## src/verilog/fbn_pkg.sv

```systemverilog
// Purpose: Shared constants and carrier types for the field-bus input node.
// Assumes: Telegrams arrive already framed and CRC-checked by a link layer.
// Notes:   The rule summary below describes the node's behaviour.
//
// Behaviour
// - Accept every telegram type; answer types without function here with NAK.
// - After 11 consecutive master telegrams with CRC errors, enable baud recognition.
// - Output-write and register-write to station 255 are broadcasts.
// - Input read, elements 1 to 4, return input levels (1 = high).
// - Input read, elements 5 to 8, return override state (1 = manual).
// - Register read: 5 gives baud, 6 station address, 10 status word.
// - Status bit 0: node recognised the last transmission.
// - Status bit 1: last transmission was a broadcast.
// - Status bit 2: last transmission came from the master.
// - Status bit 3: CRC of the last message was correct.
// - Status bit 5 reads 0 after internal reset, 1 in normal operation.
// - Status bits 8 and 9 report memory bus and memory data health.
// - Status bit 10: baud loaded from memory; 0 means default 9600.
// - Status bits 12 to 15: override switch 1 to 4 on automatic.
// - Undefined status bits always read zero.
// - Register 5 write codes 4 to 9 select 1200 to 38400 baud.
// - The node starts at 9600 baud.
// - Station address comes from the decimal code switches.
// - The last baud rate is kept in non-volatile memory and restored.
// - At 19200 or 38400, recognition ignores 1200 and 2400 traffic.
// - Traffic uses parity transfer mode up to 38400 bit per second.
package fbn_pkg;

  // ---------------------------------------------------------------
  // Register map and element ranges
  // ---------------------------------------------------------------
  localparam logic [15:0] REG_BAUD_RATE_SETTING = 16'h0005;
  localparam logic [15:0] REG_STATION_ADDRESS   = 16'h0006;
  localparam logic [15:0] REG_NODE_STATUS_WORD  = 16'h000A;
  localparam logic [15:0] ELEM_LEVEL_FIRST      = 16'h0001;
  localparam logic [15:0] ELEM_LEVEL_LAST       = 16'h0004;
  localparam logic [15:0] ELEM_OVR_FIRST        = 16'h0005;
  localparam logic [15:0] ELEM_OVR_LAST         = 16'h0008;
  localparam logic [7:0]  BROADCAST_ADDR        = 8'hFF;

  // ---------------------------------------------------------------
  // Baud codes, reset values and counts
  // ---------------------------------------------------------------
  localparam logic [3:0]  BAUD_1200    = 4'h4;
  localparam logic [3:0]  BAUD_2400    = 4'h5;
  localparam logic [3:0]  BAUD_4800    = 4'h6;
  localparam logic [3:0]  BAUD_9600    = 4'h7;
  localparam logic [3:0]  BAUD_19200   = 4'h8;
  localparam logic [3:0]  BAUD_38400   = 4'h9;
  localparam logic [3:0]  BAUD_DEFAULT = BAUD_9600;
  localparam int          CRC_ERR_LIMIT = 11;

  // ---------------------------------------------------------------
  // Status word bit positions
  // ---------------------------------------------------------------
  localparam int ST_RECOG    = 0;
  localparam int ST_BCAST    = 1;
  localparam int ST_MASTER   = 2;
  localparam int ST_CRC_OK   = 3;
  localparam int ST_RUNNING  = 5;
  localparam int ST_NVM_BUS  = 8;
  localparam int ST_NVM_DATA = 9;
  localparam int ST_NVM_BAUD = 10;
  localparam int ST_SW_AUTO  = 12;

  // ---------------------------------------------------------------
  // Carrier types
  // ---------------------------------------------------------------
  typedef enum logic [2:0] {
    FBN_READ_INPUT,
    FBN_READ_OUTPUT,
    FBN_READ_REGISTER,
    FBN_WRITE_OUTPUT,
    FBN_WRITE_REGISTER,
    FBN_OTHER
  } fbn_kind_t;

  typedef struct packed {
    logic        valid;
    fbn_kind_t   kind;
    logic [7:0]  station;
    logic [15:0] elem;
    logic [31:0] wdata;
    logic        crc_ok;
    logic        from_master;
  } fbn_tg_t;

  typedef struct packed {
    logic        valid;
    logic        nak;
    logic [31:0] data;
  } fbn_reply_t;

endpackage : fbn_pkg
```

## src/verilog/fbn_node.sv

```systemverilog
// Purpose: Telegram interpreter of a four-input field-bus node.
// Assumes: One decoded telegram per i_tg.valid pulse, framed by the link layer.
// Notes:   Replies come one clock after the telegram; the link layer sends them.
`timescale 1ns/1ps
module fbn_node
  import fbn_pkg::*;
#(
  parameter int CRC_LIMIT = CRC_ERR_LIMIT
) (
  input  wire logic       i_clk,
  input  wire logic       i_rst,
  input  wire fbn_tg_t    i_tg,
  input  wire logic [3:0] i_in_level,
  input  wire logic [3:0] i_sw_manual,
  input  wire logic [3:0] i_tens_code_switch,
  input  wire logic [3:0] i_units_code_switch,
  input  wire logic       i_det_valid,
  input  wire logic [3:0] i_det_code,
  input  wire logic       i_nvm_load,
  input  wire logic [3:0] i_nvm_code,
  input  wire logic       i_nvm_bus_ok,
  input  wire logic       i_nvm_data_ok,
  output fbn_reply_t      o_reply,
  output logic      [3:0] o_baud_code,
  output logic            o_autobaud_en,
  output logic            o_nvm_store,
  output logic      [3:0] o_nvm_code
);

  // ---------------------------------------------------------------
  // Parameter check
  // ---------------------------------------------------------------
  // The error counter is four bits wide
  if (CRC_LIMIT < 1 || CRC_LIMIT > 15) begin : g_bad_limit
    $error("CRC_LIMIT must lie between 1 and 15");
  end

  // Limit at the counter's own width
  localparam logic [3:0] CRC_LIMIT_C = 4'(CRC_LIMIT);

  // ---------------------------------------------------------------
  // State
  // ---------------------------------------------------------------
  // Registers and their next values
  fbn_reply_t  reply_r;
  logic [3:0]  baud_r;
  logic [3:0]  baud_nxt;
  logic        autobaud_r;
  logic        autobaud_nxt;
  logic [3:0]  crc_cnt_r;
  logic [3:0]  crc_cnt_nxt;
  logic        store_r;
  logic [3:0]  store_code_r;
  logic [7:0]  station_r;
  logic [3:0]  level_r;
  logic [3:0]  manual_r;
  logic        recog_r;
  logic        bcast_r;
  logic        master_r;
  logic        crc_ok_r;
  logic        running_r;
  logic        nvm_bus_r;
  logic        nvm_data_r;
  logic        from_nvm_r;

  // ---------------------------------------------------------------
  // Address decode
  // ---------------------------------------------------------------
  // Station number from the two decimal switches; widen before the product so it cannot wrap
  wire logic [7:0] tens_weight = 8'(i_tens_code_switch) * 8'h0A;
  wire logic [7:0] units_value = 8'(i_units_code_switch);
  wire logic [7:0] sw_station  = tens_weight + units_value;

  // Broadcast only for the two write kinds
  wire logic is_write   = (i_tg.kind == FBN_WRITE_OUTPUT) || (i_tg.kind == FBN_WRITE_REGISTER);
  wire logic to_bcast   = is_write && (i_tg.station == BROADCAST_ADDR);
  wire logic to_own     = (i_tg.station == station_r);
  wire logic recognised = to_own || to_bcast;
  wire logic accept     = i_tg.valid && recognised && i_tg.crc_ok;

  // ---------------------------------------------------------------
  // Baud code decode
  // ---------------------------------------------------------------
  // Legal rate codes from telegram, memory and detector
  wire logic wr_code_ok = (i_tg.wdata >= 32'(BAUD_1200)) && (i_tg.wdata <= 32'(BAUD_38400));
  wire logic nvm_code_ok = (i_nvm_code >= BAUD_1200) && (i_nvm_code <= BAUD_38400);
  wire logic det_code_ok = (i_det_code >= BAUD_1200) && (i_det_code <= BAUD_38400);
  // The two slowest rates cannot follow a fast rate
  wire logic fast_now   = (baud_r == BAUD_19200) || (baud_r == BAUD_38400);
  wire logic det_slow   = (i_det_code == BAUD_1200) || (i_det_code == BAUD_2400);
  wire logic det_take   = autobaud_r && i_det_valid && det_code_ok && !(fast_now && det_slow);

  // ---------------------------------------------------------------
  // Status word assembly
  // ---------------------------------------------------------------
  // Status word, undefined positions forced low
  logic [31:0] status_word;
  always_comb begin
    status_word = 32'h0000_0000;
    status_word[ST_RECOG]    = recog_r;
    status_word[ST_BCAST]    = bcast_r;
    status_word[ST_MASTER]   = master_r;
    status_word[ST_CRC_OK]   = crc_ok_r;
    status_word[ST_RUNNING]  = running_r;
    status_word[ST_NVM_BUS]  = nvm_bus_r;
    status_word[ST_NVM_DATA] = nvm_data_r;
    status_word[ST_NVM_BAUD] = from_nvm_r;
    status_word[ST_SW_AUTO +: 4] = ~manual_r;
  end

  // ---------------------------------------------------------------
  // Reply selection
  // ---------------------------------------------------------------
  // Element ranges and index of the addressed bit
  wire logic [15:0] elem = i_tg.elem;
  wire logic in_level = (elem >= ELEM_LEVEL_FIRST) && (elem <= ELEM_LEVEL_LAST);
  wire logic in_ovr   = (elem >= ELEM_OVR_FIRST) && (elem <= ELEM_OVR_LAST);
  wire logic [1:0] lvl_idx = 2'(elem - ELEM_LEVEL_FIRST);
  wire logic [1:0] ovr_idx = 2'(elem - ELEM_OVR_FIRST);
  wire logic wr_baud = (i_tg.kind == FBN_WRITE_REGISTER) && (elem == REG_BAUD_RATE_SETTING) && wr_code_ok;

  // Answer for the telegram now on the port; NAK unless a function exists
  logic        rsp_nak;
  logic [31:0] rsp_data;
  always_comb begin
    rsp_nak  = 1'b1;
    rsp_data = 32'h0000_0000;
    unique case (i_tg.kind)
      FBN_READ_INPUT: begin
        if (in_level) begin
          rsp_nak  = 1'b0;
          rsp_data = {31'h0000_0000, level_r[lvl_idx]};
        end else if (in_ovr) begin
          rsp_nak  = 1'b0;
          rsp_data = {31'h0000_0000, manual_r[ovr_idx]};
        end
      end
      FBN_READ_REGISTER: begin
        if (elem == REG_BAUD_RATE_SETTING) begin
          rsp_nak  = 1'b0;
          rsp_data = {28'h000_0000, baud_r};
        end else if (elem == REG_STATION_ADDRESS) begin
          rsp_nak  = 1'b0;
          rsp_data = {24'h00_0000, station_r};
        end else if (elem == REG_NODE_STATUS_WORD) begin
          rsp_nak  = 1'b0;
          rsp_data = status_word;
        end
      end
      FBN_WRITE_REGISTER: begin
        rsp_nak = !wr_baud;
      end
      FBN_READ_OUTPUT, FBN_WRITE_OUTPUT, FBN_OTHER: begin
        rsp_nak = 1'b1;
      end
      default: begin
        rsp_nak = 1'b1;
      end
    endcase
  end

  // ---------------------------------------------------------------
  // Next baud rate and recognition control
  // ---------------------------------------------------------------
  wire logic master_crc_err = i_tg.valid && i_tg.from_master && !i_tg.crc_ok;
  wire logic master_crc_ok  = i_tg.valid && i_tg.from_master && i_tg.crc_ok;
  // Sources of a new rate, highest priority first; memory only fills an idle cycle
  wire logic wr_take  = accept && wr_baud;
  wire logic nvm_take = i_nvm_load && nvm_code_ok && !det_take && !wr_take;
  // End points of the consecutive-error counter
  wire logic crc_at_limit = (crc_cnt_r == CRC_LIMIT_C);
  wire logic crc_last     = (crc_cnt_r == CRC_LIMIT_C - 4'h1);

  // Next rate, recognition enable and error count
  always_comb begin
    baud_nxt     = baud_r;
    autobaud_nxt = autobaud_r;
    crc_cnt_nxt  = crc_cnt_r;
    if (master_crc_err && !crc_at_limit) begin
      crc_cnt_nxt = crc_cnt_r + 4'h1;
    end else if (master_crc_ok) begin
      crc_cnt_nxt = 4'h0;
    end
    if (master_crc_err && crc_last) begin
      autobaud_nxt = 1'b1;
    end
    if (det_take) begin
      baud_nxt     = i_det_code;
      autobaud_nxt = 1'b0;
      crc_cnt_nxt  = 4'h0;
    end else if (wr_take) begin
      baud_nxt = i_tg.wdata[3:0];
    end else if (nvm_take) begin
      baud_nxt = i_nvm_code;
    end
  end

  // ---------------------------------------------------------------
  // Baud rate, recognition and memory store
  // ---------------------------------------------------------------
  // Rate, enable and counter registers
  always_ff @(posedge i_clk) begin
    if (i_rst) begin
      baud_r     <= BAUD_DEFAULT;
      autobaud_r <= 1'b0;
      crc_cnt_r  <= 4'h0;
    end else begin
      baud_r     <= baud_nxt;
      autobaud_r <= autobaud_nxt;
      crc_cnt_r  <= crc_cnt_nxt;
    end
  end

  // Store every change of rate except one just loaded from memory
  always_ff @(posedge i_clk) begin
    if (i_rst) begin
      store_r      <= 1'b0;
      store_code_r <= BAUD_DEFAULT;
      from_nvm_r   <= 1'b0;
    end else begin
      store_r      <= (det_take || wr_take) && baud_nxt != baud_r;
      store_code_r <= baud_nxt;
      if (nvm_take) begin
        from_nvm_r <= 1'b1;
      end
    end
  end

  // ---------------------------------------------------------------
  // Input sampling
  // ---------------------------------------------------------------
  // Switches, inputs and memory health, registered once
  always_ff @(posedge i_clk) begin
    if (i_rst) begin
      station_r  <= 8'h00;
      level_r    <= 4'h0;
      manual_r   <= 4'h0;
      nvm_bus_r  <= 1'b0;
      nvm_data_r <= 1'b0;
    end else begin
      station_r  <= sw_station;
      level_r    <= i_in_level;
      manual_r   <= i_sw_manual;
      nvm_bus_r  <= i_nvm_bus_ok;
      nvm_data_r <= i_nvm_data_ok;
    end
  end

  // ---------------------------------------------------------------
  // Last-transmission status
  // ---------------------------------------------------------------
  // An accepted read of the status word ends the reset indication
  wire logic rd_status = accept && (i_tg.kind == FBN_READ_REGISTER) && (elem == REG_NODE_STATUS_WORD);

  // Record how the latest telegram looked on the bus
  always_ff @(posedge i_clk) begin
    if (i_rst) begin
      recog_r   <= 1'b0;
      bcast_r   <= 1'b0;
      master_r  <= 1'b0;
      crc_ok_r  <= 1'b0;
      running_r <= 1'b0;
    end else begin
      if (i_tg.valid) begin
        recog_r  <= recognised && i_tg.crc_ok;
        bcast_r  <= to_bcast;
        master_r <= i_tg.from_master;
        crc_ok_r <= i_tg.crc_ok;
      end
      // Reset indication stays visible until status has been read once
      if (rd_status) begin
        running_r <= 1'b1;
      end
    end
  end

  // ---------------------------------------------------------------
  // Reply register
  // ---------------------------------------------------------------
  // Broadcasts are carried out but never answered
  wire logic reply_due = accept && !to_bcast;

  // Hold the answer for exactly one cycle
  always_ff @(posedge i_clk) begin
    if (i_rst) begin
      reply_r <= '0;
    end else begin
      reply_r.valid <= reply_due;
      reply_r.nak   <= rsp_nak;
      reply_r.data  <= rsp_data;
    end
  end

  // ---------------------------------------------------------------
  // Outputs
  // ---------------------------------------------------------------
  // Every output straight from its register
  assign o_reply       = reply_r;
  assign o_baud_code   = baud_r;
  assign o_autobaud_en = autobaud_r;
  assign o_nvm_store   = store_r;
  assign o_nvm_code    = store_code_r;

endmodule : fbn_node

```

## config.mk

```make
export PLATFORM = sky130hd
export DESIGN_NAME = fbn_node
export DESIGN_NICKNAME = d
export VERILOG_FILES = /design/src/verilog/fbn_pkg.sv /design/src/verilog/fbn_node.sv
export SDC_FILE = /design/constraint.sdc
export NUM_CORES = 1
export LEC_CHECK = 0
export ABC_CLOCK_PERIOD_IN_PS = 2800
export BUFFER_PORTS_ARGS = -buffer_cell sky130_fd_sc_hd__buf_2
export CELL_PAD_IN_SITES_DETAIL_PLACEMENT = 1
export CELL_PAD_IN_SITES_GLOBAL_PLACEMENT = 2
export CORE_MARGIN = 2
export CORE_UTILIZATION = 27
export CTS_BUF_LIST = sky130_fd_sc_hd__clkbuf_2
export CTS_CLUSTER_SIZE = 30
export DETAILED_ROUTE_END_ITERATION = 10
export PLACE_DENSITY_LB_ADDON = 0.3
export SYNTH_ARGS = -nofsm -noshare
export SYNTH_HDL_FRONTEND = slang
export SYNTH_SLANG_ARGS = --single-unit
```

## constraint.sdc

```tcl
create_clock -name i_clk -period 2.8 [get_ports i_clk]
set_input_delay 0.28 -clock i_clk [delete_from_list [all_inputs] [get_ports i_clk]]
set_output_delay 0.28 -clock i_clk [all_outputs]
set_load 0.02 [all_outputs]
```

**Word-level counts from Yosys, hierarchy flattened**

Cells that the tools add are included.

- Equality and inequality tests: 15
- Multiplexer cells: 21
- Multiply operators: 1
- Bitwise operators: 1
- $lt $le $gt $ge: 12
- Add/sub/neg operators: 4
- Reduce and logical (&&, ||, !) cells: 43

Operators by type and width:

| kind | number |
|---|---|
| 2-to-1 mux 16 bit | 3 |
| equality test 16 x 3 -> 1 bit, second input constant | 2 |
| >= comparator 32 x 3 -> 1 bit, second input constant | 1 |
| less-or-equal comparator 32 x 4 -> 1 bit, second input constant | 1 |
| case mux 16 bit (2 select lines) | 1 |
| logical AND 1 bit | 28 |
| 2-to-1 mux 4 bit | 5 |
| equality test 16 x 4 -> 1 bit, second input constant | 1 |
| equality test 4 bit, second input constant | 4 |
| >= comparator 16 x 1 -> 1 bit, second input constant | 1 |
| >= comparator 16 x 3 -> 1 bit, second input constant | 1 |
| less-or-equal comparator 16 x 3 -> 1 bit, second input constant | 1 |
| less-or-equal comparator 16 x 4 -> 1 bit, second input constant | 1 |
| 2-to-1 mux 1 bit | 9 |
| adder 8 x 4 -> 8 bit | 1 |
| equality test 4 x 3 -> 1 bit, second input constant | 2 |
| equality test 8 bit | 1 |
| equality test 8 bit, second input constant | 1 |
| >= comparator 4 x 3 -> 1 bit, second input constant | 2 |
| less-or-equal comparator 4 bit, second input constant | 2 |
| zero test 1 bit | 7 |
| multiplier 4 x 3 -> 7 bit, second input constant | 1 |
| equality test 3 x 2 -> 1 bit, second input constant | 2 |
| less-than comparator 2 x 3 -> 1 bit, second input constant | 2 |
| other kinds (11) | 17 |

- Input port bits: 92
- Logic and storage cells: 115
- Output and inout bits: 44
- Register bits after elaboration: 68

**Depth between registers and ports, before layout**

- Word-level depth: 14
- Depth in mapped cells: 9
- Depth with buffers taken out: 9

**Worst setup path after synthesis**

Ideal clock, no wire load.

- Kind: reg2reg
- Start point: reg, netlist name o_nvm_code[2]
- End point: reg store_r (netlist: o_nvm_store)
- Period minus slack after synthesis: 2.203 ns
- Path buffers: 2
- Required time: 2.680 ns
- Library setup time: 0.120 ns
- Slack: 0.597 ns
- Cell stages (with the launch flop): 10
- Arrival: 2.083 ns
- Cell sequence: dfxtp_1 buf_2 nor4b_4 nor3b_2 o211a_1 buf_1 o221ai_1 mux2i_1 o311ai_1 o31a_1

RTL lines:

| item | RTL line | RTL |
|---|---|---|
| end signal: assignment | fbn_node.sv:221 | `store_r <= (det_take \|\| wr_take) && baud_nxt != baud_r;` |
| end: declaration | fbn_node.sv:52 | `logic store_r;` |

==> results.cfg <==
[status]
status = finished, final reports clean

[clocking]
root_buffer = clkbuf_2
cts-resized-gates = 0
hold_buffers = 0
cts_tree = built
cts_made_buffers = 5
post_cts_buffers = 0
clk_pin_slew_ns = 0.26
h-tree-depth = 2
cts_buffer_depth = 2
clock_sinks = 51
clock_latency_ns = 0.44

[placement]
portBuffers = 118
place_congestion = 0.825
hpwl_um = 7660
placed_cells = 591
post_dp_cell_area_um2 = 3700

[sta]
relSlewSlack_pct = 56.4
timing.fmax_ghz = 0.450
fin_worst_skew_ns = 0.0131
rsz0062_at_grt = no
setup_tns_ns = 0
timing.hold.ws_ns = 0.0274
timing.final.crit_period_ns = 2.22
min_period_over_period_pct = 79.3
setup_viol = 0
finalHoldViolCount = 0
report.final.slew_viol_count = 0
tightest_slew_ns = 0.653

[route]
drc = 0
wl_per_cell_um = 15.1
vias_per_cell = 4.76
first_iter_violations = 48
num_vias = 2854
wirelength_um = 9030
first_pass_iters = 4
ant_nets = 0

[worst_hold_path]
hold_end = station_r[0]
holdCritPathClass = in2reg
hold_depth = 2
min_from = i_units_code_switch[0]

[synthesis]
synth_compound_area_share_pct = 15.4
ys_ff_latch = 51
synthCells = 344
yosysUniqueCellTypes = 73
synthArstFlopShare_pct = 0
synth_area_leaders = dfxtp_1 (34%), ha_1 (5.4%), buf_4 (5.2%)
synth_edf_count = 0
synth_top_family_by_area = simple AND/OR/NAND/NOR gates
synth-xor-area-share_pct = 4.04
synth_mux_area_share_pct = 3.38
synth-adder-area-share_pct = 6.68
synth_top_area_share_pct = 33.6
synth.avg_cell_area_um2 = 8.82
synth_top_area_cell = dfxtp_1
synthFlopType = dfxtp_1
yosys_warnings = 0
synth.yosys.seq_area_share_pct = 33.6
synthesis.area_um2 = 3040
yosys.area_share.simple_pct = 28.6

[grt]
antenna_found_initial = 0
track_usage_pct = 14.8
grt_max_degree = 38
overflow = 0
first_global_vias = 2874
grt_pass1_wl_um = 13900

[setup_path]
crit_family = compound AO/OA/AOI/OAI gates
startpoint = o_nvm_code[2]
cp_slowest_stage_delay_ns = 0.65
end_kind = flop
cp_data_required_time_ns = 3.20
startpoint_type = flop
rrSetupSlack_ns = 0.58
reg2reg_depth = 7
critPathKind = reg2reg
crit_path_max_fanout = 10
r2r_start = o_nvm_code[2]
worstReg2RegEnd = o_nvm_store
worstPathArrival_ns = 2.62
crit_buf_inv = 1
timing.critical_path.cells = nor4b_4, nor3b_2, o211a_1, buf_4, a21oi_1, a2111oi_2, o31a_1
worst_path_max_delay_cell = dfxtp_1

[cells_and_area]
area_growth_pct = 24.0
fin_nets = 565
diodes = 0
drive_above_1_share_pct = 32.9
final_cells = 599
fillers = 1344
final_cell_mix = buf_2 (118), dfxtp_1 (51), nor2_1 (34), a21oi_1 (21), nor2b_1 (19)
final_common_cell = buf_2
fin_area_um2 = 3760

[die]
die_area_um2 = 12100
start_util_pct = 27.9
io_pins = 136
fp.dieW_um = 110
core_um2 = 10900
die_y_um = 110
placementRows = 38

[job]
drv_cap = 0

[power_and_ir_drop]
ir_drop_uv = 166
power_leakage_nw = 1.69
finalPower_w = 0.00147
power.density_nw_per_um2 = 391
[synth_stat cells, types with 6 or more instances]
cell type  number
o21ai_0         9
xor2_1          9
nor4_1          9
inv_1          12
dfxtp_1        51
nand4_1         6
nand2b_1        6
buf_4          21
ha_1           13
nor2b_1        19
nor3_1          9
clkbuf_1        7
a21oi_1        21
nand2_1        17
nand3_1         8
nor2_1         34
[worst reg2reg max path, cell delays in order, from the launching register on]
cell       delay, ns
dfxtp_1         0.65
nor4b_4         0.12
nor3b_2         0.27
o211a_1         0.32
buf_4           0.21
a21oi_1         0.10
a2111oi_2       0.36
o31a_1          0.17
[report_power, final]
group	switching [W]	total [W]	internal, W	leakage [nW]
sequential	0.0000201	0.000776	0.000756	0.417
clock	0.000241	0.000392	0.000151	0.0429
combinational	0.000168	0.000304	0.000136	1.23
[area by class of cell]
| cell class | count | area (um2) | share of cell area, % |
|---|---|---|---|
| Inverter | 12 | 45.0 | 1.20 |
| Clock buffer | 5 | 25.0 | 0.665 |
| Clock inverter | 3 | 43.8 | 1.16 |
| Multi-Input combinational cell | 265 | 1830 | 48.5 |
| Timing Repair Buffer | 123 | 628 | 16.7 |
| Sequential cell | 51 | 1020 | 27.1 |
| Tap cell | 140 | 175 | 4.65 |
[sequential cells by signal (all words and copies together) (netlist names)]
| register | count |
|---|---|
| recog_r | 1 |
| o_autobaud_en | 1 |
| manual_r | 4 |
| bcast_r | 1 |
| o_nvm_store | 1 |
| crc_ok_r | 1 |
| nvm_bus_r | 1 |
| o_nvm_code | 4 |
| station_r | 8 |
| from_nvm_r | 1 |
| level_r | 4 |
| master_r | 1 |
| crc_cnt_r | 4 |
| o_reply | 17 |
| running_r | 1 |
| nvm_data_r | 1 |
[cell families after synthesis]
| kind of cell | count (synthesis) |
|---|---|
| buf+inv | 44 |
| simple gates | 145 |
| other cells | 1 |
| mux | 7 |
| flops | 51 |
| fa+ha+maj | 15 |
| compound gates | 67 |
| xor+xnor | 14 |
[layer usage]
layer  wire (um)  share of wire (%)  GRT usage, %
met1        3830                 42          17.7
met2        4440                 49          27.1
met3         689                7.6          3.00
met4          67               0.74          3.53
met5           0                  0             0
[per-stage QoR]
stage               setup WS [ns]  utilization (%)
floorplan                   0.597                -
global placement            0.357             33.9
detailed placement          0.268             33.9
CTS                         0.529             34.6
global route                0.299             34.6
finish                      0.580             34.6
[worst max-delay path by stage]
stage | end | depth (start not counted)
2_1_floorplan | o_nvm_store | 9
3_3_place_gp | o_nvm_store | 8
3_5_place_dp | o_nvm_store | 8
4_1_cts | o_nvm_store | 7
5_1_grt | o_nvm_store | 7
6_report | o_nvm_store | 7
No activity file was read; power rests on OpenSTA's default activity.
